### config.mk
export PLATFORM = sky130hd
export DESIGN_NAME = gpb_port
export DESIGN_NICKNAME = d
export VERILOG_FILES = /design/src/common/gpb_pkg.sv /design/src/common/gpb_reg_if.sv /design/src/hw/gpb_apb_slave.sv /design/src/hw/gpb_port.sv
export SDC_FILE = /design/constraint.sdc
export NUM_CORES = 1
export LEC_CHECK = 0
export BUFFER_PORTS_ARGS = -buffer_cell sky130_fd_sc_hd__buf_2
export CAP_MARGIN = 20
export CORE_MARGIN = 5
export CORE_UTILIZATION = 50
export CTS_BUF_LIST = sky130_fd_sc_hd__clkbuf_16
export DETAILED_ROUTE_END_ITERATION = 8
export GPL_TIMING_DRIVEN = 0
export HOLD_SLACK_MARGIN = 0.1
export PLACE_DENSITY = 0.78
export SLEW_MARGIN = 15
export SYNTH_ARGS = -nofsm -noshare
export SYNTH_HDL_FRONTEND = slang
export SYNTH_SLANG_ARGS = --single-unit
### constraint.sdc
create_clock -name i_clk_sys -period 2.9 [get_ports i_clk_sys]
set_input_delay 0.29 -clock i_clk_sys [delete_from_list [all_inputs] [get_ports i_clk_sys]]
set_output_delay 0.29 -clock i_clk_sys [all_outputs]
set_load 0.02 [all_outputs]
### src/common/gpb_pkg.sv
package gpb_pkg;

    // ==========================================================
    // Widths
    // ==========================================================
    localparam int unsigned GPB_WIDTH = 4;   // Pins on the port.
    localparam int unsigned GPB_NFR   = 5;   // Function-select registers.
    localparam int unsigned GPB_AW    = 8;   // APB address bits decoded.
    localparam int unsigned GPB_DW    = 32;  // APB data width.

    typedef logic [GPB_WIDTH-1:0] gpb_bits_t;
    typedef logic [GPB_AW-1:0]    gpb_addr_t;

    // ==========================================================
    // Register byte offsets
    // ==========================================================
    localparam gpb_addr_t GPB_OFS_DATA = 8'h00;
    localparam gpb_addr_t GPB_OFS_CR   = 8'h04;
    localparam gpb_addr_t GPB_OFS_FR [GPB_NFR] = '{8'h08, 8'h0c, 8'h10, 8'h14, 8'h18};
    localparam gpb_addr_t GPB_OFS_OD   = 8'h1c;
    localparam gpb_addr_t GPB_OFS_PUP  = 8'h20;
    localparam gpb_addr_t GPB_OFS_PDN  = 8'h24;
    localparam gpb_addr_t GPB_OFS_IE   = 8'h28;
    localparam gpb_addr_t GPB_OFS_STBY = 8'h2c;

    // ==========================================================
    // Field positions and function indices
    // ==========================================================
    localparam int unsigned GPB_STBY_DRIVE_BIT = 0;  // Pin drive kept in standby.
    localparam int unsigned GPB_STBY_STOP_BIT  = 1;  // Read-only standby status.
    localparam int unsigned GPB_FR_DEBUG       = 0;  // First select: debug port.
    localparam int unsigned GPB_FR_EXTINT      = 3;  // Fourth select: ext interrupt.
    localparam int unsigned GPB_PIN_SWDIO      = 0;  // Mode select / serial data.
    localparam int unsigned GPB_PIN_TCK        = 1;  // Test clock.
    localparam int unsigned GPB_PIN_TDO        = 2;  // Test data out / trace.
    localparam int unsigned GPB_PIN_TDI        = 3;  // Test data in.

    // ==========================================================
    // Reset values and debug pin set-up
    // ==========================================================
    localparam gpb_bits_t GPB_RST_ZERO  = 4'h0;
    localparam gpb_bits_t GPB_RST_DEBUG = 4'hf;
    localparam logic      GPB_RST_DRIVE = 1'b0;
    localparam gpb_bits_t GPB_DBG_OE    = 4'h5;
    localparam gpb_bits_t GPB_DBG_IE    = 4'hb;
    localparam gpb_bits_t GPB_DBG_PU    = 4'h9;
    localparam gpb_bits_t GPB_DBG_PD    = 4'h2;

endpackage : gpb_pkg

### src/common/gpb_reg_if.sv
`timescale 1ns/1ps
// Carries decoded register accesses from the bus slave to the port logic.
interface gpb_reg_if import gpb_pkg::*; ();
    logic              wr;     // One-cycle write strobe to a mapped register.
    gpb_addr_t         addr;   // Byte address of the access.
    logic [GPB_DW-1:0] wdata;  // Write data.
    logic [GPB_DW-1:0] rdata;  // Read data for addr.
    logic              hit;    // addr names a register.

    modport bus  (output wr, addr, wdata, input  rdata, hit);
    modport regs (input  wr, addr, wdata, output rdata, hit);
endinterface : gpb_reg_if

### src/hw/gpb_apb_slave.sv
`timescale 1ns/1ps
module gpb_apb_slave import gpb_pkg::*; (
    input  wire logic              i_clk_sys,  // System clock.
    input  wire logic              i_rst,      // Asynchronous reset, active high.
    input  wire logic              i_psel,     // APB select.
    input  wire logic              i_penable,  // APB access phase.
    input  wire logic              i_pwrite,   // APB direction.
    input  wire gpb_addr_t         i_paddr,    // APB byte address.
    input  wire logic [GPB_DW-1:0] i_pwdata,   // APB write data.
    output logic [GPB_DW-1:0]      o_prdata,   // APB read data.
    output logic                   o_pready,   // APB ready.
    output logic                   o_pslverr,  // APB error on unmapped address.
    gpb_reg_if.bus                 rg          // Decoded access to the registers.
);

    // ==========================================================
    // Request decode
    // ==========================================================
    logic setup;
    assign setup    = i_psel & ~i_penable;
    assign rg.addr  = i_paddr;
    assign rg.wdata = i_pwdata;
    // A write lands only at the completing edge, and never on an error.
    assign rg.wr    = i_psel & i_penable & o_pready & i_pwrite & ~o_pslverr;

    // ==========================================================
    // Answer
    // ==========================================================
    // The answer is built in the setup cycle so that every bus output
    // comes from a flip-flop; the access phase is thus always one cycle.
    always_ff @(posedge i_clk_sys or posedge i_rst) begin
        if (i_rst) begin
            o_pready  <= 1'b0;
            o_pslverr <= 1'b0;
            o_prdata  <= '0;
        end else begin
            o_pready  <= setup;
            o_pslverr <= setup & ~rg.hit;
            o_prdata  <= (setup & ~i_pwrite & rg.hit) ? rg.rdata : '0;
        end
    end
endmodule : gpb_apb_slave

### src/hw/gpb_port.sv
// Our own choices: the register addresses and register access over APB.
`timescale 1ns/1ps
// Overview of operation
// - Four pins, each with its own direction setting.
// - Software reads and writes port data through the data register.
// - Output control gates the driver; input control gates reception.
// - A one in a function select routes the pin to that peripheral.
// - Open-drain bit set disables high drive, giving pseudo open-drain.
// - Per-bit pull-up and pull-down registers switch the pull resistors.
// - The input-enable register comes out of reset cleared to avoid through current.
// - Standby with pin drive set keeps inputs and outputs as programmed.
// - Standby with pin drive clear disables ordinary pin inputs and outputs.
// - In standby, debug outputs drive only while their data is valid.
// - After reset all four pins serve the debug interface.
// - Debug mode-select pin enables input, output and pull-up.
// - Debug clock pin enables input and pull-down.
// - Debug data-out pin enables its output driver.
// - Debug data-in pin enables input and pull-up.
// - Interrupt select plus input enable passes interrupts in standby, drive off.
// - Outside standby, interrupts follow input enable, ignoring function selects.
module gpb_port import gpb_pkg::*; (
    input  wire logic                                i_clk_sys,     // 25 MHz system clock.
    input  wire logic                                i_rst,         // Async reset, active high.
    input  wire logic                                i_psel,        // APB select.
    input  wire logic                                i_penable,     // APB access phase.
    input  wire logic                                i_pwrite,      // APB direction.
    input  wire gpb_addr_t                           i_paddr,       // APB byte address.
    input  wire logic [GPB_DW-1:0]                   i_pwdata,      // APB write data.
    output logic [GPB_DW-1:0]                        o_prdata,      // APB read data.
    output logic                                     o_pready,      // APB ready.
    output logic                                     o_pslverr,     // APB error.
    input  wire logic                                i_stop_mode,   // Deepest standby active.
    input  wire logic                                i_swdio_dout,  // Debug serial data out.
    input  wire logic                                i_swdio_valid, // Debug data is valid.
    input  wire logic                                i_tdo_dout,    // Test data / trace out.
    input  wire logic                                i_tdo_valid,   // Trace data is valid.
    input  wire logic [GPB_NFR-1:1][GPB_WIDTH-1:0]   i_alt_dout,    // Peripheral outputs.
    input  wire gpb_bits_t                           i_pin,         // Pad input levels.
    output gpb_bits_t                                o_pin_out,     // Pad output level.
    output gpb_bits_t                                o_pin_oe_n,    // Pad driver on when low.
    output gpb_bits_t                                o_pull_up,     // Pull-up on.
    output gpb_bits_t                                o_pull_dn,     // Pull-down on.
    output gpb_bits_t                                o_in_en,       // Input buffer on.
    output gpb_bits_t                                o_pin_in,      // Gated pin input to users.
    output gpb_bits_t                                o_ext_int      // External interrupt lines.
);

    // ==========================================================
    // Bus slave
    // ==========================================================
    gpb_reg_if rg ();

    gpb_apb_slave u_apb (
        .i_clk_sys (i_clk_sys),
        .i_rst     (i_rst),
        .i_psel    (i_psel),
        .i_penable (i_penable),
        .i_pwrite  (i_pwrite),
        .i_paddr   (i_paddr),
        .i_pwdata  (i_pwdata),
        .o_prdata  (o_prdata),
        .o_pready  (o_pready),
        .o_pslverr (o_pslverr),
        .rg        (rg.bus)
    );

    // ==========================================================
    // Configuration registers
    // ==========================================================
    gpb_bits_t data_q;
    gpb_bits_t cr_q;
    gpb_bits_t od_q;
    gpb_bits_t pup_q;
    gpb_bits_t pdn_q;
    gpb_bits_t ie_q;
    gpb_bits_t fsel [GPB_NFR];
    logic      drive_q;
    gpb_bits_t wbits;

    assign wbits = rg.wdata[GPB_WIDTH-1:0];

    // Software writes; the port resets to debug use with the input-enable register clear.
    always_ff @(posedge i_clk_sys or posedge i_rst) begin
        if (i_rst) begin
            data_q  <= GPB_RST_ZERO;
            cr_q    <= GPB_RST_ZERO;
            od_q    <= GPB_RST_ZERO;
            pup_q   <= GPB_RST_ZERO;
            pdn_q   <= GPB_RST_ZERO;
            ie_q    <= GPB_RST_ZERO;
            drive_q <= GPB_RST_DRIVE;
            for (int k = 0; k < GPB_NFR; k++) begin
                fsel[k] <= (k == GPB_FR_DEBUG) ? GPB_RST_DEBUG : GPB_RST_ZERO;
            end
        end else if (rg.wr) begin
            if (rg.addr == GPB_OFS_DATA) begin
                data_q <= wbits;
            end else if (rg.addr == GPB_OFS_CR) begin
                cr_q <= wbits;
            end else if (rg.addr == GPB_OFS_OD) begin
                od_q <= wbits;
            end else if (rg.addr == GPB_OFS_PUP) begin
                pup_q <= wbits;
            end else if (rg.addr == GPB_OFS_PDN) begin
                pdn_q <= wbits;
            end else if (rg.addr == GPB_OFS_IE) begin
                ie_q <= wbits;
            end else if (rg.addr == GPB_OFS_STBY) begin
                drive_q <= rg.wdata[GPB_STBY_DRIVE_BIT];
            end else begin
                for (int k = 0; k < GPB_NFR; k++) begin
                    if (rg.addr == GPB_OFS_FR[k]) begin
                        fsel[k] <= wbits;
                    end
                end
            end
        end
    end

    // ==========================================================
    // Pin input synchroniser
    // ==========================================================
    gpb_bits_t pin_meta;
    gpb_bits_t pin_sync;

    // Pads are asynchronous to the system clock; only pin_sync is used.
    always_ff @(posedge i_clk_sys or posedge i_rst) begin
        if (i_rst) begin
            pin_meta <= GPB_RST_ZERO;
            pin_sync <= GPB_RST_ZERO;
        end else begin
            pin_meta <= i_pin;
            pin_sync <= pin_meta;
        end
    end

    // ==========================================================
    // Per-pin control
    // ==========================================================
    wire [GPB_WIDTH-1:0] next_out;
    wire [GPB_WIDTH-1:0] next_oe_n;
    wire [GPB_WIDTH-1:0] next_pu;
    wire [GPB_WIDTH-1:0] next_pd;
    wire [GPB_WIDTH-1:0] next_ie;
    wire [GPB_WIDTH-1:0] next_int;

    for (genvar b = 0; b < GPB_WIDTH; b++) begin : g_pin
        logic dbg_d;
        logic dbg_v;
        logic alt_d;
        logic oe;
        logic ie;
        logic pu;
        logic pd;

        // Only the two debug output pins have a data source of their own.
        if (b == GPB_PIN_SWDIO) begin : g_swdio
            assign dbg_d = i_swdio_dout;
            assign dbg_v = i_swdio_valid;
        end else if (b == GPB_PIN_TDO) begin : g_tdo
            assign dbg_d = i_tdo_dout;
            assign dbg_v = i_tdo_valid;
        end else begin : g_nodbg
            assign dbg_d = 1'b0;
            assign dbg_v = 1'b0;
        end

        // Data mux: the lowest select wins; two selects at once are a
        // software fault and only the priority makes the result defined.
        always_comb begin
            alt_d = data_q[b];
            for (int k = GPB_NFR - 1; k >= 1; k--) begin
                if (fsel[k][b]) begin
                    alt_d = i_alt_dout[k][b];
                end
            end
        end

        // Enables: debug use overrides the control registers, standby
        // either keeps or drops the programmed output and input enables.
        always_comb begin
            if (fsel[GPB_FR_DEBUG][b]) begin
                oe = GPB_DBG_OE[b] & (~i_stop_mode | dbg_v);
                ie = GPB_DBG_IE[b];
                pu = GPB_DBG_PU[b];
                pd = GPB_DBG_PD[b];
            end else begin
                oe = cr_q[b] & ~(od_q[b] & alt_d) & (~i_stop_mode | drive_q);
                ie = ie_q[b] & (~i_stop_mode | drive_q);
                pu = pup_q[b];
                pd = pdn_q[b];
            end
        end

        assign next_out[b]  = fsel[GPB_FR_DEBUG][b] ? dbg_d : alt_d;
        assign next_oe_n[b] = ~oe;
        assign next_pu[b]   = pu;
        assign next_pd[b]   = pd;
        assign next_ie[b]   = ie;
        // Interrupt path bypasses the standby gate when the pin is chosen
        // as an interrupt, so a sleeping chip can still be woken.
        assign next_int[b]  = pin_sync[b] & ie_q[b]
                            & (~i_stop_mode | drive_q | fsel[GPB_FR_EXTINT][b]);
    end

    // ==========================================================
    // Pad and user outputs
    // ==========================================================
    // Registered so that every port sees glitch-free levels.
    always_ff @(posedge i_clk_sys or posedge i_rst) begin
        if (i_rst) begin
            o_pin_out  <= GPB_RST_ZERO;
            o_pin_oe_n <= GPB_RST_DEBUG;
            o_pull_up  <= GPB_RST_ZERO;
            o_pull_dn  <= GPB_RST_ZERO;
            o_in_en    <= GPB_RST_ZERO;
            o_pin_in   <= GPB_RST_ZERO;
            o_ext_int  <= GPB_RST_ZERO;
        end else begin
            o_pin_out  <= next_out;
            o_pin_oe_n <= next_oe_n;
            o_pull_up  <= next_pu;
            o_pull_dn  <= next_pd;
            o_in_en    <= next_ie;
            o_pin_in   <= pin_sync & next_ie;
            o_ext_int  <= next_int;
        end
    end

    // ==========================================================
    // Register read-back
    // ==========================================================
    // Data reads show the pad for enabled inputs, else the latch.
    always_comb begin
        rg.rdata = '0;
        rg.hit   = 1'b1;
        if (rg.addr == GPB_OFS_DATA) begin
            rg.rdata[GPB_WIDTH-1:0] = (data_q & ~next_ie) | (pin_sync & next_ie);
        end else if (rg.addr == GPB_OFS_CR) begin
            rg.rdata[GPB_WIDTH-1:0] = cr_q;
        end else if (rg.addr == GPB_OFS_OD) begin
            rg.rdata[GPB_WIDTH-1:0] = od_q;
        end else if (rg.addr == GPB_OFS_PUP) begin
            rg.rdata[GPB_WIDTH-1:0] = pup_q;
        end else if (rg.addr == GPB_OFS_PDN) begin
            rg.rdata[GPB_WIDTH-1:0] = pdn_q;
        end else if (rg.addr == GPB_OFS_IE) begin
            rg.rdata[GPB_WIDTH-1:0] = ie_q;
        end else if (rg.addr == GPB_OFS_STBY) begin
            rg.rdata[GPB_STBY_DRIVE_BIT] = drive_q;
            rg.rdata[GPB_STBY_STOP_BIT]  = i_stop_mode;
        end else begin
            rg.hit = 1'b0;
            for (int k = 0; k < GPB_NFR; k++) begin
                if (rg.addr == GPB_OFS_FR[k]) begin
                    rg.hit                  = 1'b1;
                    rg.rdata[GPB_WIDTH-1:0] = fsel[k];
                end
            end
        end
    end

    gpb_bits_t any_fs;
    assign any_fs = fsel[0] | fsel[1] | fsel[2] | fsel[3] | fsel[4];
endmodule : gpb_port

Yosys cells after proc, flatten, opt, wreduce, memory -nomap -nowiden
Cells that the tools add are included. Widths: inputs -> output; s select.

Word-level logic and storage cells: 173. Register bits: 115.

Muxes and demuxes: 62. Bitwise logic cells: 63. Eq/ne operators: 11. Reduce and logical (&&, ||, !) cells: 13.

Operators by type and width (count): $mux 1 (48); $mux 4 (12); $reduce_and 9->1 (5); $and 1x1->1 (32); $eq 8x5->1 const B (4); $eq 8x6->1 const B (4); $not 1->1 (20); $eq 8x4->1 const B (2); $and 4x4->4 (2); $eq 8x3->1 const B (1); $logic_not 8->1 (1); $reduce_and 8->1 (1); $or 1x1->1 (7); $reduce_and 7->1 (1); $reduce_and 6->1 (1); $reduce_and 5->1 (1); $mux 2 (2); $not 4->4 (1); $or 4x4->4 (1); $reduce_and 4->1 (1); $reduce_and 3->1 (1); $reduce_and 2->1 (1).

Logic depth before layout (Yosys ltp)
Gate-level depths: netlist of run 1.

Word-level depth: 15. Mapped depth: 7.

Cells and area by module
A second synthesis of run 1 with hierarchy kept.

Cells, all modules: 453. Area total of the unflattened synthesis: 5351.4 sq um.

By module, submodules not included: gpb_port (seq. area each 2037.0 sq um, area each 3912.5 sq um, instances 1, cells an instance 338); gpb_apb_slave (seq. area each 850.8 sq um, area each 1438.9 sq um, instances 1, cells an instance 115).

Least setup slack after synthesis of run 1
Ideal clock, no wire load.

Path kind: input port to flip-flop. Start: input port i_paddr[5]. End: register fsel[12] (netlist name). Path buffers: 2. Arrival time: 1.762 ns. Setup slack: 1.013 ns. Data required time: 2.775 ns. Setup time: 0.125 ns. Cell stages on the path: 7. Cell sequence: buf_6 > nor4_4 > a22oi_2 > and3_4 > and3_4 > buf_6 > mux2_4.

Word-level cells in the longest chain between the ends: 3. Elaborated cells on any way between the ends: 16. Those cells by class: eq/ne (7); bitwise (7); reduce/logical (2).

RTL lines: start: declaration (RTL line gpb_port.sv:27) `input wire gpb_addr_t i_paddr,`; $eq 8x6->1, or another cell as far along (RTL line gpb_port.sv:108) `end else if (rg.addr == GPB_OFS_STBY) begin`; $not 1->1 (no source line); $reduce_and 9->1 (no source line) *; end signal: indexed assignment (RTL line gpb_port.sv:93) `fsel[k] <= (k == GPB_FR_DEBUG) ? GPB_RST_DEBUG : GPB_RST_ZERO;`; end signal: indexed assignment (RTL line gpb_port.sv:113) `fsel[k] <= wbits;`; end: declaration (RTL line gpb_port.sv:76) `gpb_bits_t fsel [GPB_NFR];`.

Every way passes the cells marked *; elsewhere a longest branch is shown, timed or not. A chain may end at the register's enable or synchronous reset.

Final worst setup path of run 1
Start: input port i_paddr[5]. End: register data_q[1].

Word-level cells in the longest chain between the ends: 2.

RTL lines: $logic_not 8->1 (RTL line gpb_port.sv:96) `if (rg.addr == GPB_OFS_DATA) begin`; $reduce_and 2->1 (no source line); end signal: assignment (RTL line gpb_port.sv:97) `data_q <= wbits;`; end: declaration (RTL line gpb_port.sv:70) `gpb_bits_t data_q;`.

Every way passes these cells.

==> impl_metrics.csv, run 1 <==
group,metric,value,unit
floorplanning,die_width,104,um
sta,slew_viol_final,0,
logic_synthesis,synth.distinct_cells,59,
final_layout,fin_area,0.00540,sq mm
power,powerDensity,476,mW/mm^2
placed_design,io_buffer_count,74,
critical_path,cp_max_fo,10,
worst_hold_path,hp-class,"in2reg",
sta,worst_slew_pin_slew,0.668,ns
placed_design,gp_congestion,0.926,
global_route,grt_max_degree,48,
routing,initialDrtViolationCount,232,
cts,cts_resized,0,
placed_design,place_area,0.00507,sq mm
floorplanning,die_h,104,um
power,vdd_ir_drop_max,0.000287,V
cts,clkSlewWorstSetupHoldPaths,0.06,ns
cts,cts_max_level,3,
sta,max_freq,463,MHz
logic_synthesis,synth_fa_ha_area_share,0,%
sta,finalCritPeriodShare,74.5,%
sta,skew,0.00687,ns
critical_path,end_kind,"register",
cts,cts_tree,"yes",
critical_path,r2r_start,"u_apb.o_pready",
placed_design,hpwl,8730,um
logic_synthesis,syn_area,0.00443,sq mm
sta,setup_ws,0.739,ns
critical_path,crit_arrival,2.38,ns
logic_synthesis,avgSynthCellArea,11.4,sq um
global_route,grt_pass1_vias,3462,
routing,routed_wl,11700,um
logic_synthesis,synth_compound_area_share,10.1,%
routing,final_antenna_net_count,0,
logic_synthesis,ys_warn_count,0,
power,leakage,2.72,nW
floorplanning,dieArea,0.0108,sq mm
logic_synthesis,synthXorXnorAreaFrac,0,%
final_layout,layout_common_cells,"dfrtp_1, buf_2, mux2_2",
global_route,grt_overflow_total,0,
final_layout,fin_nets,575,
global_route,antenna_found_initial,0,
final_layout,layout_commonest_cell,"dfrtp_1",
routing,dr.pass1.iters,5,
final_layout,num-fill-cells,741,
critical_path,path_class,"in2reg",
routing,viasPerCell,5.48,
final_layout,area_growth,21.9,%
logic_synthesis,synth_top_family_by_area,"multiplexers",
final_layout,drive_gt1_share,38.6,%
floorplanning,rows,34,
sta,finalSetupViolCount,0,
logic_synthesis,yosysSeqAreaShare,49.4,%
logic_synthesis,synth_largest_area_cell,"dfrtp_1",
global_route,grt_pass1_wl,18800,um
routing,routedWlPerCell,19.0,um
run,max_cap_viol_count,0,
final_layout,seq_area,0.00219,sq mm
logic_synthesis,yosys-top-cells-area,"dfrtp_1, mux2_2, buf_4, dfstp_2, mux2i_1",
global_route,grt_util_all_layers,22.0,%
cts,clk_latency,0.34,ns
logic_synthesis,synth_top_area_share,44.6,%
logic_synthesis,yosys.area_share.simple,16.1,%
routing,drc,0,
logic_synthesis,synth_edf_count,0,
cts,numCtsBuffers,9,
critical_path,cp-startpoint,"i_paddr[5]",
cts,clockRootBuffer,"clkbuf_16",
sta,maxSlewHeadroom,55.2,%
critical_path,critPathLaunchType,"input port",
logic_synthesis,ys_ff_latch,87,
floorplanning,start_util,51.1,%
floorplanning,core-area,0.00868,sq mm
status,status,"completed",
sta,grt_setup_unrepaired,"no",
sta,min_period,2.16,ns
worst_hold_path,hp-start,"i_tdo_dout",
critical_path,crit_required,3.12,ns
logic_synthesis,synth-main-ff-cell,"dfrtp_1",
power,p_total,2.57,mW
final_layout,multi_input_area,0.00199,sq mm
cts,cts_sinks,87,
logic_synthesis,synthMuxAreaShare,16.3,%
logic_synthesis,synthArstFlopShare,100,%
sta,hold_viol,0,
routing,vias,3389,
final_layout,antenna_cells,0,
logic_synthesis,syn_inst,387,
floorplanning,ios,132,
placed_design,place_ws,0.438,ns
cts,cts_buffer_depth,2,
registers in the layout, summed over array words and instances, names as in the netlist:
signal	cells
cr_q	4
data_q	4
drive_q	1
fsel	20
ie_q	4
o_ext_int	4
o_in_en	4
o_pin_in	4
o_pin_oe_n	4
o_pin_out	4
o_pull_dn	4
o_pull_up	4
od_q	4
pdn_q	4
pin_meta	4
pin_sync	4
pup_q	4
u_apb.o_prdata	4
u_apb.o_pready	1
u_apb.o_pslverr	1
cells by family after synthesis:
logic type             Yosys count
other                            1
flip-flops                      87
AND/OR/NAND/NOR                112
buffers and inverters           61
AO/OA/AOI/OAI                   62
multiplexers                    64
per-layer routing:
layer  wire [um]  up-vias  global-route usage, %  share of wire (%)
met4         299        0                   8.79                2.6
li1            -     1564                      -                  -
met2        5490      151                   34.0                 47
met3         801       26                   5.03                6.8
met5           0        -                      0                  0
met1        5140     1648                   30.0                 44
synth_stat cells (4+ instances only):
| cell | instances |
|---|---|
| dfstp_2 | 8 |
| nand2_1 | 16 |
| buf_2 | 4 |
| mux2_1 | 4 |
| nand2b_1 | 5 |
| nor2b_1 | 16 |
| nor2_1 | 24 |
| mux2_2 | 44 |
| buf_4 | 29 |
| a211oi_1 | 4 |
| a21oi_1 | 15 |
| nand4_1 | 5 |
| mux2_4 | 4 |
| inv_1 | 13 |
| nor3_1 | 4 |
| nand3_1 | 8 |
| mux2i_1 | 12 |
| nor3_2 | 4 |
| dfrtp_1 | 79 |
| clkbuf_1 | 13 |
| o21ai_0 | 6 |
| and2_1 | 5 |
where the power goes:
part,total [mW],switching (mW),internal [mW]
clock network,1.11,0.451,0.655
registers,1.23,0.00614,1.23
logic,0.233,0.150,0.0834
path summary, 6_finish.rpt:
kind	to	slack (ns)	cells past startpoint
setup / recovery	data_q[1]	0.74	7
hold / removal	o_pin_out[2]	0.16	3
setup reg to reg	ie_q[1]	0.77	5
hold reg to reg	pin_sync[2]	0.35	0
max in group asynchronous	fsel[19]	1.68	4
min in group asynchronous	o_ext_int[2]	0.55	3
what timing repair did:
item                                   CTS  global route
buffers inserted                         0             0
hold buffers                             5             0
endpoints found under the hold margin   40             0
critical path, stage by stage:
cell and delay [ns]:
buf_2 0.11, buf_6 0.14, nor4_4 0.64, nand2_1 0.22, nor2_1 0.34, nand2_1 0.28
mux2_2 0.36
per-stage QoR:
step	hold WS [ns]	util (%)	TNS (ns)	instances
global placement	0.333	58.0	-36.77	596
finish	0.163	62.2	0	618
floorplan	0.321	-	0	414
detailed placement	0.344	58.4	0	597
CTS	0.163	62.2	0	618
global route	0.163	62.2	0	618
final cells by class:
class / instances / share of cell area (%)
Sequential cell: 87 / 40.5
Tap cell: 108 / 2.50
Buffer: 48 / 5.72
Multi-Input combinational cell: 266 / 36.8
Clock inverter: 7 / 1.09
Timing Repair Buffer: 80 / 8.29
Inverter: 13 / 0.950
Clock buffer: 9 / 4.17
(Power assumes the default switching activity.)
==> inputs of run 2 (changes only) <==
==> constraint.sdc (replaced) <==
create_clock -name i_clk_sys -period 2.08 [get_ports i_clk_sys]
set_input_delay 0.208 -clock i_clk_sys [delete_from_list [all_inputs] [get_ports i_clk_sys]]
set_output_delay 0.208 -clock i_clk_sys [all_outputs]
set_load 0.02 [all_outputs]
==> impl_metrics.csv, run 2 (synthesized netlist as in run 1, its figures left out) <==
group,metric,value,unit
routing,dr.pass1.iters,5,
sta,slew_viol_final,0,
critical_path,critPathLaunchType,"input port",
critical_path,crit_arrival,2.14,ns
critical_path,cp_max_fo,10,
final_layout,area_growth,24.0,%
routing,final_antenna_net_count,0,
critical_path,crit_slowest_cell,"clkbuf_1",
final_layout,fin_area,0.00549,sq mm
floorplanning,dieArea,0.0108,sq mm
final_layout,layout_common_cells,"dfrtp_1, buf_2, mux2_2",
routing,initialDrtViolationCount,258,
sta,hold_viol,0,
cts,numCtsBuffers,9,
routing,drc,0,
critical_path,cpLargestDelayFamily,"buffers and inverters",
floorplanning,die_width,104,um
sta,skew,0.00893,ns
sta,min_period,1.94,ns
cts,clk_latency,0.33,ns
final_layout,fin_nets,582,
global_route,grt_pass1_wl,19400,um
final_layout,drive_gt1_share,40.2,%
global_route,grt_util_all_layers,22.6,%
floorplanning,die_h,104,um
final_layout,antenna_cells,0,
placed_design,hpwl,9080,um
final_layout,final_cells,625,
sta,setup_ws,0.136,ns
sta,finalCritPeriodShare,93.5,%
critical_path,crit_required,2.28,ns
cts,clkSlewWorstSetupHoldPaths,0.06,ns
final_layout,regMostFlops,"fsel",
floorplanning,start_util,51.1,%
critical_path,path_class,"in2reg",
placed_design,place_area,0.00508,sq mm
sta,hold_ws,0.123,ns
sta,maxSlewHeadroom,64.0,%
cts,cts_buffer_depth,2,
power,p_total,3.62,mW
cts,cts_tree,"yes",
floorplanning,ios,132,
global_route,grt_max_degree,38,
global_route,grt_pass1_vias,3530,
power,leakage,2.77,nW
critical_path,path_buf_inv,3,
placed_design,io_buffer_count,74,
sta,worst_slew_pin_slew,0.536,ns
run,max_cap_viol_count,0,
final_layout,layout_commonest_cell,"dfrtp_1",
global_route,grt_overflow_total,0,
sta,grt_setup_unrepaired,"yes",
cts,clockRootBuffer,"clkbuf_16",
critical_path,max_stage_delay,0.44,ns
final_layout,largest_reg_flops,20,
routing,viasPerCell,5.48,
critical_path,crit_chain,"clkbuf_1 > clkbuf_1 > buf_2 > nand3_1 > o21ai_0 > nand3_1 > a311oi_1",
worst_hold_path,hp-start,"i_pwdata[1]",
global_route,antenna_found_initial,0,
cts,cts_max_level,3,
placed_design,placed_cells,598,
placed_design,gp_congestion,0.927,
routing,vias,3427,
critical_path,r2r_start,"u_apb.o_pready",
routing,routedWlPerCell,19.2,um
floorplanning,rows,34,
final_layout,num-fill-cells,737,
critical_path,cp-startpoint,"i_paddr[2]",
critical_path,end_kind,"register",
power,powerDensity,659,mW/mm^2
final_layout,seq_area,0.00219,sq mm
status,status,"completed",
floorplanning,core-area,0.00868,sq mm
power,vdd_ir_drop_max,0.000445,V
final_layout,multi_input_area,0.00200,sq mm
placed_design,place_ws,-0.351,ns
sta,finalSetupViolCount,0,
worst_hold_path,hp-class,"in2reg",
cts,cts_sinks,87,
routing,routed_wl,12000,um
sta,max_freq,514,MHz
## run 2: what timing repair did
item                                   4_1_cts  5_1_grt
pin swaps                                    1        1
gates cloned                                 0        0
hold buffers                                 7        0
setup buffers                                0        5
endpoints found under the hold margin       20        0
setup endpoints to repair                    8       36
resized for setup                            1        6
## run 2: stage by stage
stage          setup TNS, ns  utilization (%)
2_1_floorplan              0                -
3_3_place_gp           -7.06             58.1
3_5_place_dp           -5.99             58.5
4_1_cts                    0             62.8
5_1_grt              -0.0616             63.3
6_report                   0             63.3
## run 2: final timing paths
| path | cells past startpoint | to | slack [ns] |
|---|---|---|---|
| min in group asynchronous | 3 | o_ext_int[2] | 0.42 |
| min reg2reg | 0 | pin_sync[1] | 0.35 |
| max in group asynchronous | 4 | o_pin_oe_n[1] | 1.08 |
| min | 2 | od_q[1] | 0.12 |
| max reg2reg | 5 | od_q[3] | 0.15 |
| max | 7 | u_apb.o_prdata[2] | 0.14 |
## run 2: routing by layer
metal  track usage (%)  wire length, um  vias up
met5                 0                0        -
met4              5.09              107        0
met3              4.41              766        9
met2              36.8             5930      131
met1              31.2             5220     1693
li1                  -                -     1594
## run 2: power breakdown
part / internal (mW) / switching [mW]
registers: 1.71 / 0.00851
clock network: 0.922 / 0.645
logic: 0.124 / 0.213
total: 2.75 / 0.866
## run 2: cell type report
class / count / area share, %
multi-input cells: 266 / 36.5
clock inverters: 7 / 1.18
inverters: 13 / 0.957
well taps: 108 / 2.46
repair buffers: 88 / 9.43
clock buffers: 9 / 4.10
plain buffers: 47 / 5.58
flip-flops and latches: 87 / 39.8
==> inputs of run 3 (changes only) <==
--- a/config.mk
+++ b/config.mk
@@ -14,6 +14,7 @@
 export GPL_TIMING_DRIVEN = 0
 export HOLD_SLACK_MARGIN = 0.1
 export PLACE_DENSITY = 0.78
+export RECOVER_POWER = 25
 export SLEW_MARGIN = 15
 export SYNTH_ARGS = -nofsm -noshare
 export SYNTH_HDL_FRONTEND = slang
==> impl_metrics.csv, run 3 (synthesized netlist as in run 1, its figures left out) <==
group,metric,value,unit
routing,initialDrtViolationCount,279,
critical_path,end_kind,"register",
run,max_cap_viol_count,0,
cts,clk_latency,0.33,ns
power,pwr-share-seq,47.5,%
routing,final_antenna_net_count,0,
cts,numCtsBuffers,9,
power,vdd_ir_drop_max,0.000447,V
cts,cts_tree,"yes",
final_layout,layout_common_cells,"dfrtp_1, buf_2, mux2_2",
floorplanning,die_h,104,um
status,status,"completed",
power,p_comb_share,9.1,%
critical_path,crit_arrival,2.15,ns
final_layout,regMostFlops,"fsel",
power,switching_power,0.867,mW
critical_path,rrSetupSlack,0.15,ns
global_route,grt_max_degree,38,
global_route,grt_pass1_wl,19400,um
sta,finalSetupViolCount,0,
cts,clockRootBuffer,"clkbuf_16",
routing,drc,0,
worst_hold_path,whs_path_depth,2,
floorplanning,core-area,0.00868,sq mm
sta,min_period,1.95,ns
sta,maxSlewHeadroom,40.2,%
final_layout,finish.utilization,62.9,%
power,clkPwrFrac,43.4,%
routing,routed_wl,12000,um
final_layout,fin_nets,582,
floorplanning,dieArea,0.0108,sq mm
worst_hold_path,holdPathEnd,"od_q[1]",
global_route,globalRouteMet1Util,31.2,%
cts,cts_buffer_depth,2,
global_route,grt_util_all_layers,22.6,%
cts,clkSlewWorstSetupHoldPaths,0.06,ns
placed_design,gp_congestion,0.927,
critical_path,regToRegEndpoint,"od_q[3]",
routing,vias,3411,
critical_path,r2r_cells,5,
sta,skew,0.00858,ns
worst_hold_path,hp-start,"i_pwdata[1]",
critical_path,cp_max_fo,10,
sta,max_freq,513,MHz
final_layout,fin_area,0.00546,sq mm
sta,slew_viol_final,0,
power,p_sw_share,24.0,%
global_route,grt_pass1_vias,3530,
cts,cts_max_level,3,
placed_design,io_buffer_count,74,
power,p_int,2.75,mW
global_route,busiest_layer,"met2",
cts,cts_sinks,87,
worst_hold_path,hp-class,"in2reg",
floorplanning,ios,132,
floorplanning,start_util,51.1,%
power,powerDensity,662,mW/mm^2
critical_path,crit_required,2.28,ns
critical_path,r2r_start,"u_apb.o_pready",
global_route,grt_overflow_total,0,
routing,routedWlPerCell,19.3,um
global_route,antenna_found_initial,0,
power,leakage,2.76,nW
critical_path,path_class,"in2reg",
placed_design,hpwl,9080,um
global_route,use_met3,4.41,%
final_layout,antenna_cells,0,
sta,finalCritPeriodShare,93.7,%
routing,viasPerCell,5.46,
critical_path,critPathLaunchType,"input port",
power,p_total,3.61,mW
floorplanning,die_width,104,um
sta,grt_setup_unrepaired,"yes",
final_layout,drive_gt1_share,39.7,%
final_layout,largest_reg_flops,20,
sta,worst_slew_pin_slew,0.897,ns
final_layout,area_growth,23.2,%
global_route,grt_util_met2,36.8,%
placed_design,place_area,0.00508,sq mm
sta,hold_ws,0.121,ns
floorplanning,rows,34,
sta,hold_viol,0,
final_layout,num-fill-cells,742,
routing,dr.pass1.iters,5,
final_layout,layout_commonest_cell,"dfrtp_1",
[run 3: cell count changes in the layout (fill, tap and decap cells not counted), sizes merged]
cell / before / now
buf: 116 / 114
clkbuf: 21 / 23
[run 3: layout make-up]
type                            count  area, sq um  area share (%)
Buffer                             47          307            5.61
Clock buffer                        9          225            4.12
Clock inverter                      7         65.1            1.19
Inverter                           13         50.0           0.917
Multi-Input combinational cell    266         2000            36.7
Sequential cell                    87         2190            40.1
Tap cell                          108          135            2.47
Timing Repair Buffer               88          487            8.91
[run 3: worst max path at each step]
stage               slack [ns]  depth (start not counted)        from           endpoint
floorplan                 0.27                          7  i_paddr[5]           fsel[12]
global placement         -0.37                          7  i_paddr[5]          data_q[2]
detailed placement       -0.35                          7  i_paddr[5]          data_q[2]
CTS                      0.006                          7  i_paddr[5]          data_q[2]
global route             -0.03                          4       i_rst            od_q[3]
finish                    0.13                          7  i_paddr[2]  u_apb.o_prdata[2]
[run 3: worst max-delay path, cell delays in order]
cell and delay [ns]:
clkbuf_1 0.32, clkbuf_1 0.44, buf_2 0.37, nand3_1 0.11
o21ai_0 0.11, nand3_1 0.14, a311oi_1 0.44
[run 3: through the flow]
step           setup WS [ns]  cells  setup TNS, ns
2_1_floorplan          0.275    414              0
3_5_place_dp          -0.351    598          -5.99
6_report               0.130    625              0
5_1_grt              -0.0316    625         -0.590
4_1_cts              0.00643    621              0
3_3_place_gp          -0.372    596          -7.06
[run 3: power groups by stage]
stage,clock network [mW],logic (mW),registers (mW)
after floorplan,0,0.198,1.75
after global placement,0,0.307,1.75
after detailed placement,0,0.318,1.75
after CTS,1.59,0.329,1.72
after global routing,1.66,0.360,1.72
final,1.57,0.329,1.72
[run 3: routing by layer]
metal	routed length, um	share of wire [%]	vias to the layer above
met5	0	0	-
met4	143	1.2	0
met3	739	6.1	12
met2	5880	49	129
met1	5280	44	1680
li1	-	-	1590
[run 3: what timing repair did]
item / CTS / global route
endpoints found under the setup margin: 8 / 36
buffers inserted: 0 / 5
hold endpoints to repair: 20 / 0
hold buffers: 7 / 0
gates resized for setup: 1 / 6
pin swaps: 1 / 1
